### config.mk
export PLATFORM = sky130hd
export DESIGN_NAME = phyc_regs
export DESIGN_NICKNAME = d
export VERILOG_FILES = /design/src/phyc_pkg.sv /design/src/phyc_pwr.sv /design/src/phyc_regs.sv
export SDC_FILE = /design/constraint.sdc
export NUM_CORES = 1
export LEC_CHECK = 0
export ABC_CLOCK_PERIOD_IN_PS = 3200
export BUFFER_PORTS_ARGS = -buffer_cell sky130_fd_sc_hd__buf_2
export CAP_MARGIN = 20
export CORE_AREA = 2 2 90 75
export DETAILED_ROUTE_END_ITERATION = 6
export DIE_AREA = 0 0 92 77
export PLACE_DENSITY_LB_ADDON = 0.05
export SETUP_SLACK_MARGIN = 0.2
export SYNTH_ARGS = -nofsm -noshare
export SYNTH_HDL_FRONTEND = slang
export SYNTH_SLANG_ARGS = --single-unit
### constraint.sdc
create_clock -name CLK -period 3.2 [get_ports CLK]
set_input_delay 0.16 -clock CLK [delete_from_list [all_inputs] [get_ports CLK]]
set_output_delay 0.16 -clock CLK [all_outputs]
set_load 0.005 [all_outputs]
### src/phyc_pkg.sv
package phyc_pkg;
  // ****************
  // register map
  // ****************
  localparam logic [4:0] PHYC_ADDR_CTRL = 5'h10;
  localparam logic [4:0] PHYC_ADDR_STAT = 5'h11;
  localparam logic [4:0] PHYC_ADDR_INTST = 5'h12;
  localparam logic [4:0] PHYC_ADDR_INTMSK = 5'h13;
  localparam logic [4:0] PHYC_ADDR_CMD = 5'h14;
  // ****************
  // field positions
  // ****************
  localparam int PHYC_XOVER_LO = 5;
  localparam int PHYC_CLKOFF_BIT = 4;
  localparam int PHYC_MACPWR_BIT = 3;
  localparam int PHYC_SQE_BIT = 2;
  localparam int PHYC_POLDIS_BIT = 1;
  localparam int PHYC_JABDIS_BIT = 0;
  localparam int PHYC_CMD_SWRST_BIT = 15;
  localparam int PHYC_CMD_ANEN_BIT = 12;
  localparam int PHYC_CMD_PWRDN_BIT = 11;
  localparam int PHYC_INT_PAGE = 0;
  localparam int PHYC_INT_LINK = 1;
  localparam int PHYC_INT_DSHIFT = 2;
  localparam logic [6:0] PHYC_CTRL_WMASK = 7'h7f;
  localparam logic [2:0] PHYC_INT_WMASK = 3'h7;
  // ****************
  // encodings and reset values
  // ****************
  typedef enum logic [1:0] {
    PHYC_XO_MDI = 2'h0,
    PHYC_XO_MDIX = 2'h1,
    PHYC_XO_RSVD = 2'h2,
    PHYC_XO_AUTO = 2'h3
  } phyc_xover_t;
  localparam logic [1:0] PHYC_SPD_10 = 2'h0;
  localparam logic [1:0] PHYC_SPD_100 = 2'h1;
  localparam logic [1:0] PHYC_SPD_1000 = 2'h2;
  localparam logic [3:0] PHYC_MODE_A = 4'h7;
  localparam logic [3:0] PHYC_MODE_B = 4'h3;
  localparam logic PHYC_MACPWR_RST = 1'h1;
  localparam logic PHYC_SQE_RST = 1'h0;
  localparam logic PHYC_POLDIS_RST = 1'h0;
  localparam logic PHYC_JABDIS_RST = 1'h0;
  localparam logic PHYC_ANEN_RST = 1'h1;
  localparam logic [15:0] PHYC_ZERO16 = 16'h0000;
endpackage : phyc_pkg

### src/phyc_pwr.sv
`timescale 1ns/1ps
`default_nettype none
module phyc_pwr
  import phyc_pkg::*;
(
  input wire logic clk,
  input wire logic rst_b,
  input wire logic clk_off,
  input wire logic mac_keep_up,
  input wire logic pwr_down,
  input wire logic energy_sleep,
  input wire logic [3:0] if_mode,
  output logic ref_clock_out,
  output logic mac_pwr_down,
  output logic rx_clk_stop
);
  // ****************
  // power state
  // ****************
  typedef enum logic [1:0] {
    PHYC_PS_ACTIVE = 2'h0,
    PHYC_PS_SLEEP = 2'h1,
    PHYC_PS_DOWN = 2'h3
  } phyc_pstate_t;
  phyc_pstate_t ps_reg;

  always_ff @(posedge clk) begin
    if (!rst_b) begin
      ps_reg <= PHYC_PS_ACTIVE;
    end else begin
      case (1'b1)
        pwr_down: ps_reg <= PHYC_PS_DOWN;
        energy_sleep: ps_reg <= PHYC_PS_SLEEP;
        default: ps_reg <= PHYC_PS_ACTIVE;
      endcase
    end
  end

  always_ff @(posedge clk) begin
    if (!rst_b) begin
      ref_clock_out <= 1'b0;
    end else begin
      // held low when disabled, free toggle otherwise
      ref_clock_out <= clk_off ? 1'b0 : ~ref_clock_out;
    end
  end

  always_ff @(posedge clk) begin
    if (!rst_b) begin
      mac_pwr_down <= 1'b0;
      rx_clk_stop <= 1'b0;
    end else begin
      mac_pwr_down <= !mac_keep_up && (ps_reg != PHYC_PS_ACTIVE);
      rx_clk_stop <= (ps_reg == PHYC_PS_DOWN)
        && (if_mode == PHYC_MODE_A || if_mode == PHYC_MODE_B);
    end
  end

  refclk_low_a: assert property (@(posedge clk) disable iff (!rst_b)
    clk_off ##1 clk_off |=> !ref_clock_out)
    else $error("reference clock not held low");
  refclk_tog_a: assert property (@(posedge clk) disable iff (!rst_b)
    !clk_off ##1 !clk_off |=> ref_clock_out != $past(ref_clock_out))
    else $error("reference clock not toggling");
  mac_keep_a: assert property (@(posedge clk) disable iff (!rst_b)
    mac_keep_up |=> !mac_pwr_down)
    else $error("mac interface powered down while kept up");
  rxclk_stop_a: assert property (@(posedge clk) disable iff (!rst_b)
    (pwr_down && if_mode == PHYC_MODE_A) ##1 (pwr_down && if_mode == PHYC_MODE_A)
    |=> rx_clk_stop)
    else $error("receive clock not stopped in power down");
endmodule : phyc_pwr
`default_nettype wire

### src/phyc_regs.sv
// Notes on behaviour
// - crossover field 00 is straight, 01 crossed, 10 reserved, 11 automatic in all modes.
// - crossover, clock-off and mac power writes act only after a software reset.
// - hardware reset loads crossover 11 from straps, else 01 multi-port or 00 single-port.
// - clock-off bit resets from its strap; 1 holds the reference output low, 0 toggles it.
// - mac power bit resets to 1 keeping the mac side up; 0 lets it drop in power-down.
// - in power-down with interface mode 0111 or 0011 the receive clock is stopped.
// - sqe test follows its bit, reset 0, but is always off in full duplex.
// - polarity disable bit forces normal polarity in 10 Mb/s; 0 allows reversal.
// - jabber disable bit turns jabber off; jabber works only in 10 Mb/s half duplex.
// - speed reads 10 for 1000, 01 for 100, 00 for 10, valid once resolved.
// - duplex reads 1 full and 0 half, valid once resolved.
// - resolved sets on negotiation done, is 1 with negotiation off, 0 while blocked.
// - page received latches high until the status register is read or a software reset clears it.
// - cable length code reports 000 to 100 by distance band in 1000 mode.
// - crossover status is 1 crossed, 0 straight; manual mode mirrors the active field.
`timescale 1ns/1ps
`default_nettype none
module phyc_regs
  import phyc_pkg::*;
(
  input wire logic CLK,
  input wire logic RST_B,
  input wire logic [4:0] ADDR,
  input wire logic [15:0] WDATA,
  input wire logic WR,
  input wire logic RD,
  output logic [15:0] RDATA,
  output logic IRQ,
  input wire logic CROSSOVER_STRAP,
  input wire logic [3:0] NEGOTIATION_STRAP,
  input wire logic REFCLK_OFF_STRAP,
  input wire logic MULTI_PORT_STRAP,
  input wire logic AN_COMPLETE,
  input wire logic AN_BLOCKED,
  input wire logic PAGE_RX,
  input wire logic LINK_UP,
  input wire logic [1:0] SPEED_IN,
  input wire logic DUPLEX_IN,
  input wire logic [2:0] CABLE_LEN_IN,
  input wire logic MDIX_RESOLVED,
  input wire logic DOWNSHIFT_IN,
  input wire logic ENERGY_SLEEP,
  input wire logic [3:0] IF_MODE,
  output logic REF_CLOCK_OUT,
  output logic MAC_PWR_DOWN,
  output logic RX_CLK_STOP,
  output logic MDIX_ACTIVE,
  output logic AUTO_XOVER,
  output logic SQE_EN,
  output logic POL_REV_ALLOW,
  output logic JABBER_EN
);
  import phyc_pkg::*;

  // ****************
  // decode helpers
  // ****************
  function automatic logic [1:0] xover_default(input logic xs, input logic [3:0] ns,
                                               input logic mp);
    if (xs && ns[3]) begin
      xover_default = PHYC_XO_AUTO;
    end else begin
      xover_default = mp ? PHYC_XO_MDIX : PHYC_XO_MDI;
    end
  endfunction : xover_default

  function automatic logic is_wr(input logic wr, input logic [4:0] a, input logic [4:0] t);
    is_wr = wr && (a == t);
  endfunction : is_wr

  // ****************
  // control register, written value and active copy
  // ****************
  logic [1:0] xover_reg;
  logic clk_off_reg;
  logic mac_up_reg;
  logic sqe_reg;
  logic pol_dis_reg;
  logic jab_dis_reg;
  logic [1:0] act_xover_reg;
  logic act_clk_off_reg;
  logic act_mac_up_reg;
  logic an_en_reg;
  logic pwr_dn_reg;
  logic sw_rst_reg;
  logic ctrl_wr;
  logic cmd_wr;

  assign ctrl_wr = is_wr(WR, ADDR, PHYC_ADDR_CTRL);
  assign cmd_wr = is_wr(WR, ADDR, PHYC_ADDR_CMD);

  // reset branch is synchronous, so the straps are sampled by a clocked process
  always_ff @(posedge CLK) begin
    if (!RST_B) begin
      xover_reg <= xover_default(CROSSOVER_STRAP, NEGOTIATION_STRAP, MULTI_PORT_STRAP);
      clk_off_reg <= REFCLK_OFF_STRAP;
      mac_up_reg <= PHYC_MACPWR_RST;
      sqe_reg <= PHYC_SQE_RST;
      pol_dis_reg <= PHYC_POLDIS_RST;
      jab_dis_reg <= PHYC_JABDIS_RST;
    end else if (ctrl_wr) begin
      xover_reg <= WDATA[PHYC_XOVER_LO +: 2];
      clk_off_reg <= WDATA[PHYC_CLKOFF_BIT];
      mac_up_reg <= WDATA[PHYC_MACPWR_BIT];
      sqe_reg <= WDATA[PHYC_SQE_BIT];
      pol_dis_reg <= WDATA[PHYC_POLDIS_BIT];
      jab_dis_reg <= WDATA[PHYC_JABDIS_BIT];
    end
  end

  // disruptive controls reach the logic only through a software reset
  always_ff @(posedge CLK) begin
    if (!RST_B) begin
      act_xover_reg <= xover_default(CROSSOVER_STRAP, NEGOTIATION_STRAP, MULTI_PORT_STRAP);
      act_clk_off_reg <= REFCLK_OFF_STRAP;
      act_mac_up_reg <= PHYC_MACPWR_RST;
    end else if (sw_rst_reg) begin
      act_xover_reg <= xover_reg;
      act_clk_off_reg <= clk_off_reg;
      act_mac_up_reg <= mac_up_reg;
    end
  end

  always_ff @(posedge CLK) begin
    if (!RST_B) begin
      an_en_reg <= PHYC_ANEN_RST;
      pwr_dn_reg <= 1'b0;
      sw_rst_reg <= 1'b0;
    end else begin
      sw_rst_reg <= cmd_wr && WDATA[PHYC_CMD_SWRST_BIT];
      if (cmd_wr) begin
        an_en_reg <= WDATA[PHYC_CMD_ANEN_BIT];
        pwr_dn_reg <= WDATA[PHYC_CMD_PWRDN_BIT];
      end
    end
  end

  // ****************
  // status register
  // ****************
  logic [1:0] speed_reg;
  logic duplex_reg;
  logic page_reg;
  logic resolved_reg;
  logic link_reg;
  logic [2:0] cable_reg;
  logic mdix_st_reg;
  logic dshift_reg;
  logic resolved_next;
  logic stat_rd;
  logic [15:0] stat_word;

  assign stat_rd = RD && (ADDR == PHYC_ADDR_STAT);
  assign resolved_next = !AN_BLOCKED && (!an_en_reg || AN_COMPLETE);

  always_ff @(posedge CLK) begin
    if (!RST_B) begin
      resolved_reg <= 1'b0;
      link_reg <= 1'b0;
      cable_reg <= 3'h0;
      dshift_reg <= 1'b0;
      mdix_st_reg <= 1'b0;
    end else begin
      resolved_reg <= resolved_next;
      link_reg <= LINK_UP;
      // outside 1000 mode the estimate has no meaning, so it reads zero
      cable_reg <= (SPEED_IN == PHYC_SPD_1000) ? CABLE_LEN_IN : 3'h0;
      dshift_reg <= DOWNSHIFT_IN;
      if (act_xover_reg == PHYC_XO_AUTO) begin
        mdix_st_reg <= resolved_next && MDIX_RESOLVED;
      end else begin
        mdix_st_reg <= resolved_next && act_xover_reg[0];
      end
    end
  end

  // speed and duplex keep their last resolved value across a software reset
  always_ff @(posedge CLK) begin
    if (!RST_B) begin
      speed_reg <= PHYC_SPD_10;
      duplex_reg <= 1'b0;
    end else if (resolved_next) begin
      speed_reg <= SPEED_IN;
      duplex_reg <= DUPLEX_IN;
    end
  end

  // a page arriving in the clearing read cycle is kept
  always_ff @(posedge CLK) begin
    if (!RST_B) begin
      page_reg <= 1'b0;
    end else if (PAGE_RX) begin
      page_reg <= 1'b1;
    end else if (stat_rd || sw_rst_reg) begin
      page_reg <= 1'b0;
    end
  end

  assign stat_word = {speed_reg, duplex_reg, page_reg, resolved_reg, link_reg,
                      cable_reg, mdix_st_reg, dshift_reg, 5'h00};

  // ****************
  // interrupts
  // ****************
  logic [2:0] int_st_reg;
  logic [2:0] int_mask_reg;
  logic [2:0] int_ev;
  logic link_q_reg;
  logic dshift_q_reg;
  logic [2:0] int_clr;

  always_ff @(posedge CLK) begin
    if (!RST_B) begin
      // track the pins during reset, so release shows no false change or rise
      link_q_reg <= LINK_UP;
      dshift_q_reg <= DOWNSHIFT_IN;
    end else begin
      link_q_reg <= LINK_UP;
      dshift_q_reg <= DOWNSHIFT_IN;
    end
  end

  assign int_ev = {DOWNSHIFT_IN && !dshift_q_reg, LINK_UP != link_q_reg, PAGE_RX};
  assign int_clr = is_wr(WR, ADDR, PHYC_ADDR_INTST) ? WDATA[2:0] & PHYC_INT_WMASK : 3'h0;

  always_ff @(posedge CLK) begin
    if (!RST_B) begin
      int_st_reg <= 3'h0;
      int_mask_reg <= 3'h0;
      IRQ <= 1'b0;
    end else begin
      // set wins over a write-one clear in the same cycle
      int_st_reg <= (int_st_reg & ~int_clr) | int_ev;
      if (is_wr(WR, ADDR, PHYC_ADDR_INTMSK)) begin
        int_mask_reg <= WDATA[2:0];
      end
      IRQ <= |(int_st_reg & int_mask_reg);
    end
  end

  // ****************
  // read port
  // ****************
  always_ff @(posedge CLK) begin
    if (!RST_B) begin
      RDATA <= PHYC_ZERO16;
    end else if (RD) begin
      case (ADDR)
        PHYC_ADDR_CTRL: RDATA <= {9'h000, xover_reg, clk_off_reg, mac_up_reg,
                                  sqe_reg, pol_dis_reg, jab_dis_reg};
        PHYC_ADDR_STAT: RDATA <= stat_word;
        PHYC_ADDR_INTST: RDATA <= {13'h0000, int_st_reg};
        PHYC_ADDR_INTMSK: RDATA <= {13'h0000, int_mask_reg};
        PHYC_ADDR_CMD: RDATA <= {3'h0, an_en_reg, pwr_dn_reg, 11'h000};
        default: RDATA <= PHYC_ZERO16;
      endcase
    end else begin
      RDATA <= PHYC_ZERO16;
    end
  end

  // ****************
  // operating controls
  // ****************
  always_ff @(posedge CLK) begin
    if (!RST_B) begin
      MDIX_ACTIVE <= 1'b0;
      AUTO_XOVER <= 1'b0;
      SQE_EN <= 1'b0;
      POL_REV_ALLOW <= 1'b1;
      JABBER_EN <= 1'b0;
    end else begin
      AUTO_XOVER <= (act_xover_reg == PHYC_XO_AUTO);
      case (act_xover_reg)
        PHYC_XO_MDI: MDIX_ACTIVE <= 1'b0;
        PHYC_XO_MDIX: MDIX_ACTIVE <= 1'b1;
        PHYC_XO_AUTO: MDIX_ACTIVE <= MDIX_RESOLVED;
        default: MDIX_ACTIVE <= MDIX_ACTIVE;
      endcase
      SQE_EN <= sqe_reg && !DUPLEX_IN;
      POL_REV_ALLOW <= !(pol_dis_reg && SPEED_IN == PHYC_SPD_10);
      JABBER_EN <= !jab_dis_reg && SPEED_IN == PHYC_SPD_10 && !DUPLEX_IN;
    end
  end

  phyc_pwr u_pwr (
    .clk(CLK),
    .rst_b(RST_B),
    .clk_off(act_clk_off_reg),
    .mac_keep_up(act_mac_up_reg),
    .pwr_down(pwr_dn_reg),
    .energy_sleep(ENERGY_SLEEP),
    .if_mode(IF_MODE),
    .ref_clock_out(REF_CLOCK_OUT),
    .mac_pwr_down(MAC_PWR_DOWN),
    .rx_clk_stop(RX_CLK_STOP)
  );

  // ****************
  // checks
  // ****************
  xover_auto_a: assert property (@(posedge CLK) disable iff (!RST_B)
    $past(RST_B) |-> AUTO_XOVER == ($past(act_xover_reg) == PHYC_XO_AUTO))
    else $error("auto crossover does not follow active field");
  sw_hold_a: assert property (@(posedge CLK) disable iff (!RST_B)
    !sw_rst_reg |=> $stable(act_xover_reg) && $stable(act_mac_up_reg))
    else $error("active control changed without software reset");
  strap_load_a: assert property (@(posedge CLK)
    !RST_B && CROSSOVER_STRAP && NEGOTIATION_STRAP[3] |=> act_xover_reg == PHYC_XO_AUTO)
    else $error("crossover strap default wrong");
  sqe_fd_a: assert property (@(posedge CLK) disable iff (!RST_B)
    DUPLEX_IN |=> !SQE_EN)
    else $error("sqe test on in full duplex");
  jab_a: assert property (@(posedge CLK) disable iff (!RST_B)
    SPEED_IN != PHYC_SPD_10 |=> !JABBER_EN)
    else $error("jabber enabled outside 10 Mb/s");
  blocked_a: assert property (@(posedge CLK) disable iff (!RST_B)
    AN_BLOCKED |=> !resolved_reg)
    else $error("resolved set while blocked");
  an_off_a: assert property (@(posedge CLK) disable iff (!RST_B)
    !an_en_reg && !AN_BLOCKED |=> resolved_reg)
    else $error("resolved clear with negotiation off");
  page_clr_a: assert property (@(posedge CLK) disable iff (!RST_B)
    stat_rd && !PAGE_RX |=> !page_reg)
    else $error("page flag not cleared by read");
  page_hold_a: assert property (@(posedge CLK) disable iff (!RST_B)
    PAGE_RX |=> page_reg)
    else $error("page flag not latched");
  mdix_man_a: assert property (@(posedge CLK) disable iff (!RST_B)
    act_xover_reg == PHYC_XO_MDIX |=> MDIX_ACTIVE)
    else $error("manual crossed wiring not applied");
  pol_force_a: assert property (@(posedge CLK) disable iff (!RST_B)
    pol_dis_reg && SPEED_IN == PHYC_SPD_10 |=> !POL_REV_ALLOW)
    else $error("polarity reversal allowed while disabled");
  speed_hold_a: assert property (@(posedge CLK) disable iff (!RST_B)
    !resolved_next |=> $stable(speed_reg) && $stable(duplex_reg))
    else $error("speed or duplex changed while unresolved");
  cable_zero_a: assert property (@(posedge CLK) disable iff (!RST_B)
    SPEED_IN != PHYC_SPD_1000 |=> cable_reg == 3'h0)
    else $error("cable estimate outside 1000 mode");
  xover_stat_a: assert property (@(posedge CLK) disable iff (!RST_B)
    !resolved_next |=> !mdix_st_reg)
    else $error("crossover status set before resolution");
endmodule : phyc_regs
`default_nettype wire

==> impl_results.md <==
- Drt first pass iters: 4
- Pre-CTS WS: between 1 and 1.5 ns
- HPWL Detailed: 3430 um
- Maximum fanout along the worst path: 38
- Layout Nets: 335
- Global-route usage over all layers: between 10% and 20%
- Final slew viol count: 0
- Diodes inserted: 0
- Max Cap Viol: 0
- Setup violators final: 0
- RSZ-0062 raised after global routing: no
- Total global routing overflow: 0
- Area Growth Syn to Fin: 30.7%
- Mean post-synth cell area: 10.2 um^2
- Per-cell routed wire length: about 13 um
- Critical Path AT: roughly 1.4 ns
- Crit share post-route: a little over two fifths
- Switch share: 22.0%
- Leakage Power: 1.27 nW
- CTS tree: built
- Final core occ: between 40% and 50%
- Clock sink total: 60
- Vias: between 1500 and 2000
- Outcome: finished, final reports clean
- Largest net degree at the start of global routing: 39
- Power per cell area: a little under 600 nW/um^2
- Met3 wire length: approximately 370 um
- Final Skew: ~0.0058 ns
- Crit path largest cell delay: between 0.5 and 0.6 ns
- Seq cells post-synth: 60
- Worst Tran Pin Value: slightly below 0.7 ns
- P_int: between 1 and 1.5 mW
- Clock root buffer master: clkbuf_8
- Cell chain of the critical path: buf_2 -> inv_1 -> nand2_1 -> nand2_1
- Comb pwr share: about 6.3%
- Ys Warns: 0
- Setup Crit Path Kind: input pin to flip-flop
- Layout cells sized above 1: 31.6%
- WL met2: 1970 um
- Clk pwr share: between 40% and 50%
- Synth unique cells: 42
- Reg with most FFs: RDATA
- Sw power: about 360 uW
- Initial antenna violation count: 0
- CP most frequent cell: nand2_1
- Post_cts resized: 0
- Ys async rst share: 0%
- CP required: 3.28 ns
- Drt total wl: around 4800 um
- HP Class: input pin to flip-flop
- Clock transition at path regs: 0.07 ns
- Total core area: around 6200 um^2
- Routability Congestion: around 0.70
- Chip width: roughly 90 um
- Sequential area share after synthesis: about 58%
- FMAX: between 0.7 and 0.8 GHz
- Number of flops mapped to enable cells by yosys: 6
- Mapped Nets: ~260
- # DRC: 0
- Wl on met1: about 2400 um
- Worst VDD drop: about 0.00029 V
- Setup WS post-layout: around 1.8 ns
- CTS buffer count: 9
- Slowest cell on crit path: buf_2
- Startpoint types: input pin
- Vias per inst: roughly 4.6
- Hold Worst Slack: just over 0.02 ns
- Post-Syn Area: 2180 um^2
- Post-route ant nets: 0
- Max Used Layer: met4
- Die extent in y: between 70 and 80 um
- CP Capture Type: flip-flop
- Max reg flops: 16
- FP Rows: 26
- Port bufs: 63
- Full die area: between 7000 and 8000 um^2
- First-pass GRT wire length: 7980 um
- Vias in the first global route: 1658
- FILL cells: between 600 and 700
- Skew-Pair Late Insertion Delay: around 0.33 ns
- Syn Inst Count: around 210
- H-tree levels: 3
- Max transition margin: a little over half
- Number of I/O pins: 74
- CTS Buffer Depth: 2
- Final Hold Fails: 0
- Initial core utilization: about a third
- DRT iter0 DRCs: 84
- Fin Setup TNS: 0 ns
- Most common flop cell mapped by yosys: dfxtp_1
- Min cycle time layout: roughly 1.4 ns
- Sequential share of power: between 40 and 50%
[placed cells by master (no fill, tap or decap), drive strengths merged, types with 2 or more instances in the layout]
master | netlist | layout
clkbuf | 2 | 10
and3b | 2 | 2
a21oi | 13 | 13
a311o | 2 | 2
clkinv | 0 | 2
nor3b | 3 | 3
nand4 | 4 | 4
nor3 | 3 | 3
nand2 | 24 | 24
o21ai | 10 | 10
mux2 | 3 | 3
mux2i | 9 | 9
inv | 9 | 11
or3b | 3 | 3
bufinv | 0 | 2
a22oi | 3 | 3
and2 | 12 | 12
dlygate4sd3 | 0 | 6
nand3 | 9 | 9
nor2b | 5 | 5
and3 | 3 | 3
nor2 | 14 | 14
dfxtp | 54 | 54
buf | 6 | 64
edfxtp | 6 | 6
nand2b | 2 | 2
[Yosys cell counts (4+ instances only)]
master	n	area [um^2]
nand2_1	24	90.1
dfxtp_1	54	1080
o21ai_0	10	50.1
mux2i_1	9	90.1
a21oi_1	13	65.1
inv_1	9	33.8
nand4_1	4	25.0
nor2b_1	4	25.0
edfxtp_1	6	180
and2_1	12	75.1
nor2_1	14	52.6
nand3_1	9	45.0
[power by group through the flow]
stage / clock network [mW] / logic (mW) / registers [mW]
6_report: 0.758 / 0.104 / 0.792
3_3_place_gp: 0 / 0.0993 / 0.810
4_1_cts: 0.783 / 0.105 / 0.792
5_1_grt: 0.817 / 0.118 / 0.795
3_5_place_dp: 0 / 0.0997 / 0.809
2_1_floorplan: 0 / 0.0532 / 0.807
[routing by layer]
layer,vias up,global-route usage [%]
met5,-,0
met4,0,4.48
met3,9,6.29
met2,59,20.7
met1,761,20.0
li1,883,-
[what timing repair did]
action	4_1_cts	5_1_grt
setup buffers	0	0
hold buffers	6	0
hold endpoints to repair	5	0
[per-stage QoR]
stage	area, um^2	power, mW	instances
2_1_floorplan	2180	0.860	213
3_3_place_gp	2560	0.909	353
3_5_place_dp	2560	0.909	353
4_1_cts	2850	1.68	375
5_1_grt	2850	1.73	375
6_report	2850	1.65	375
[critical path: cells and delay by family]
family | cells | cell delay (ns)
simple gates | 2 | 0.26
buf+inv | 2 | 0.99
[worst paths after layout]
path,startpoint,endpoint,slack (ns),depth (start not counted)
hold / removal,CABLE_LEN_IN[1],cable_reg[1]$_SDFF_PN0_,0.02,2
setup reg to reg,jab_dis_reg$_SDFFE_PN0P_,JABBER_EN$_SDFF_PN0_,1.99,2
hold reg to reg,act_clk_off_reg$_DFFE_PP_,u_pwr.ref_clock_out$_SDFF_PP0_,0.41,1
setup / recovery,RST_B,act_clk_off_reg$_DFFE_PP_,1.85,4
[area by class of cell]
cell class,instances,area (um^2),share of cell area (%)
repair buffers,70,383,13.4
clock inverters,6,85.1,2.99
multi-input cells,136,842,29.6
well taps,84,105,3.69
flip-flops and latches,60,1260,44.3
inverters,9,33.8,1.19
clock buffers,10,138,4.83
[cell families after synthesis]
logic type / count (synthesis) / share of synthesized area [%]
simple gates: 90 / 23.5
flops: 60 / 57.9
compound gates: 33 / 9.07
buf+inv: 17 / 3.50
mux: 12 / 5.68
xor+xnor: 1 / 0.402
(Power assumes the default switching activity.)
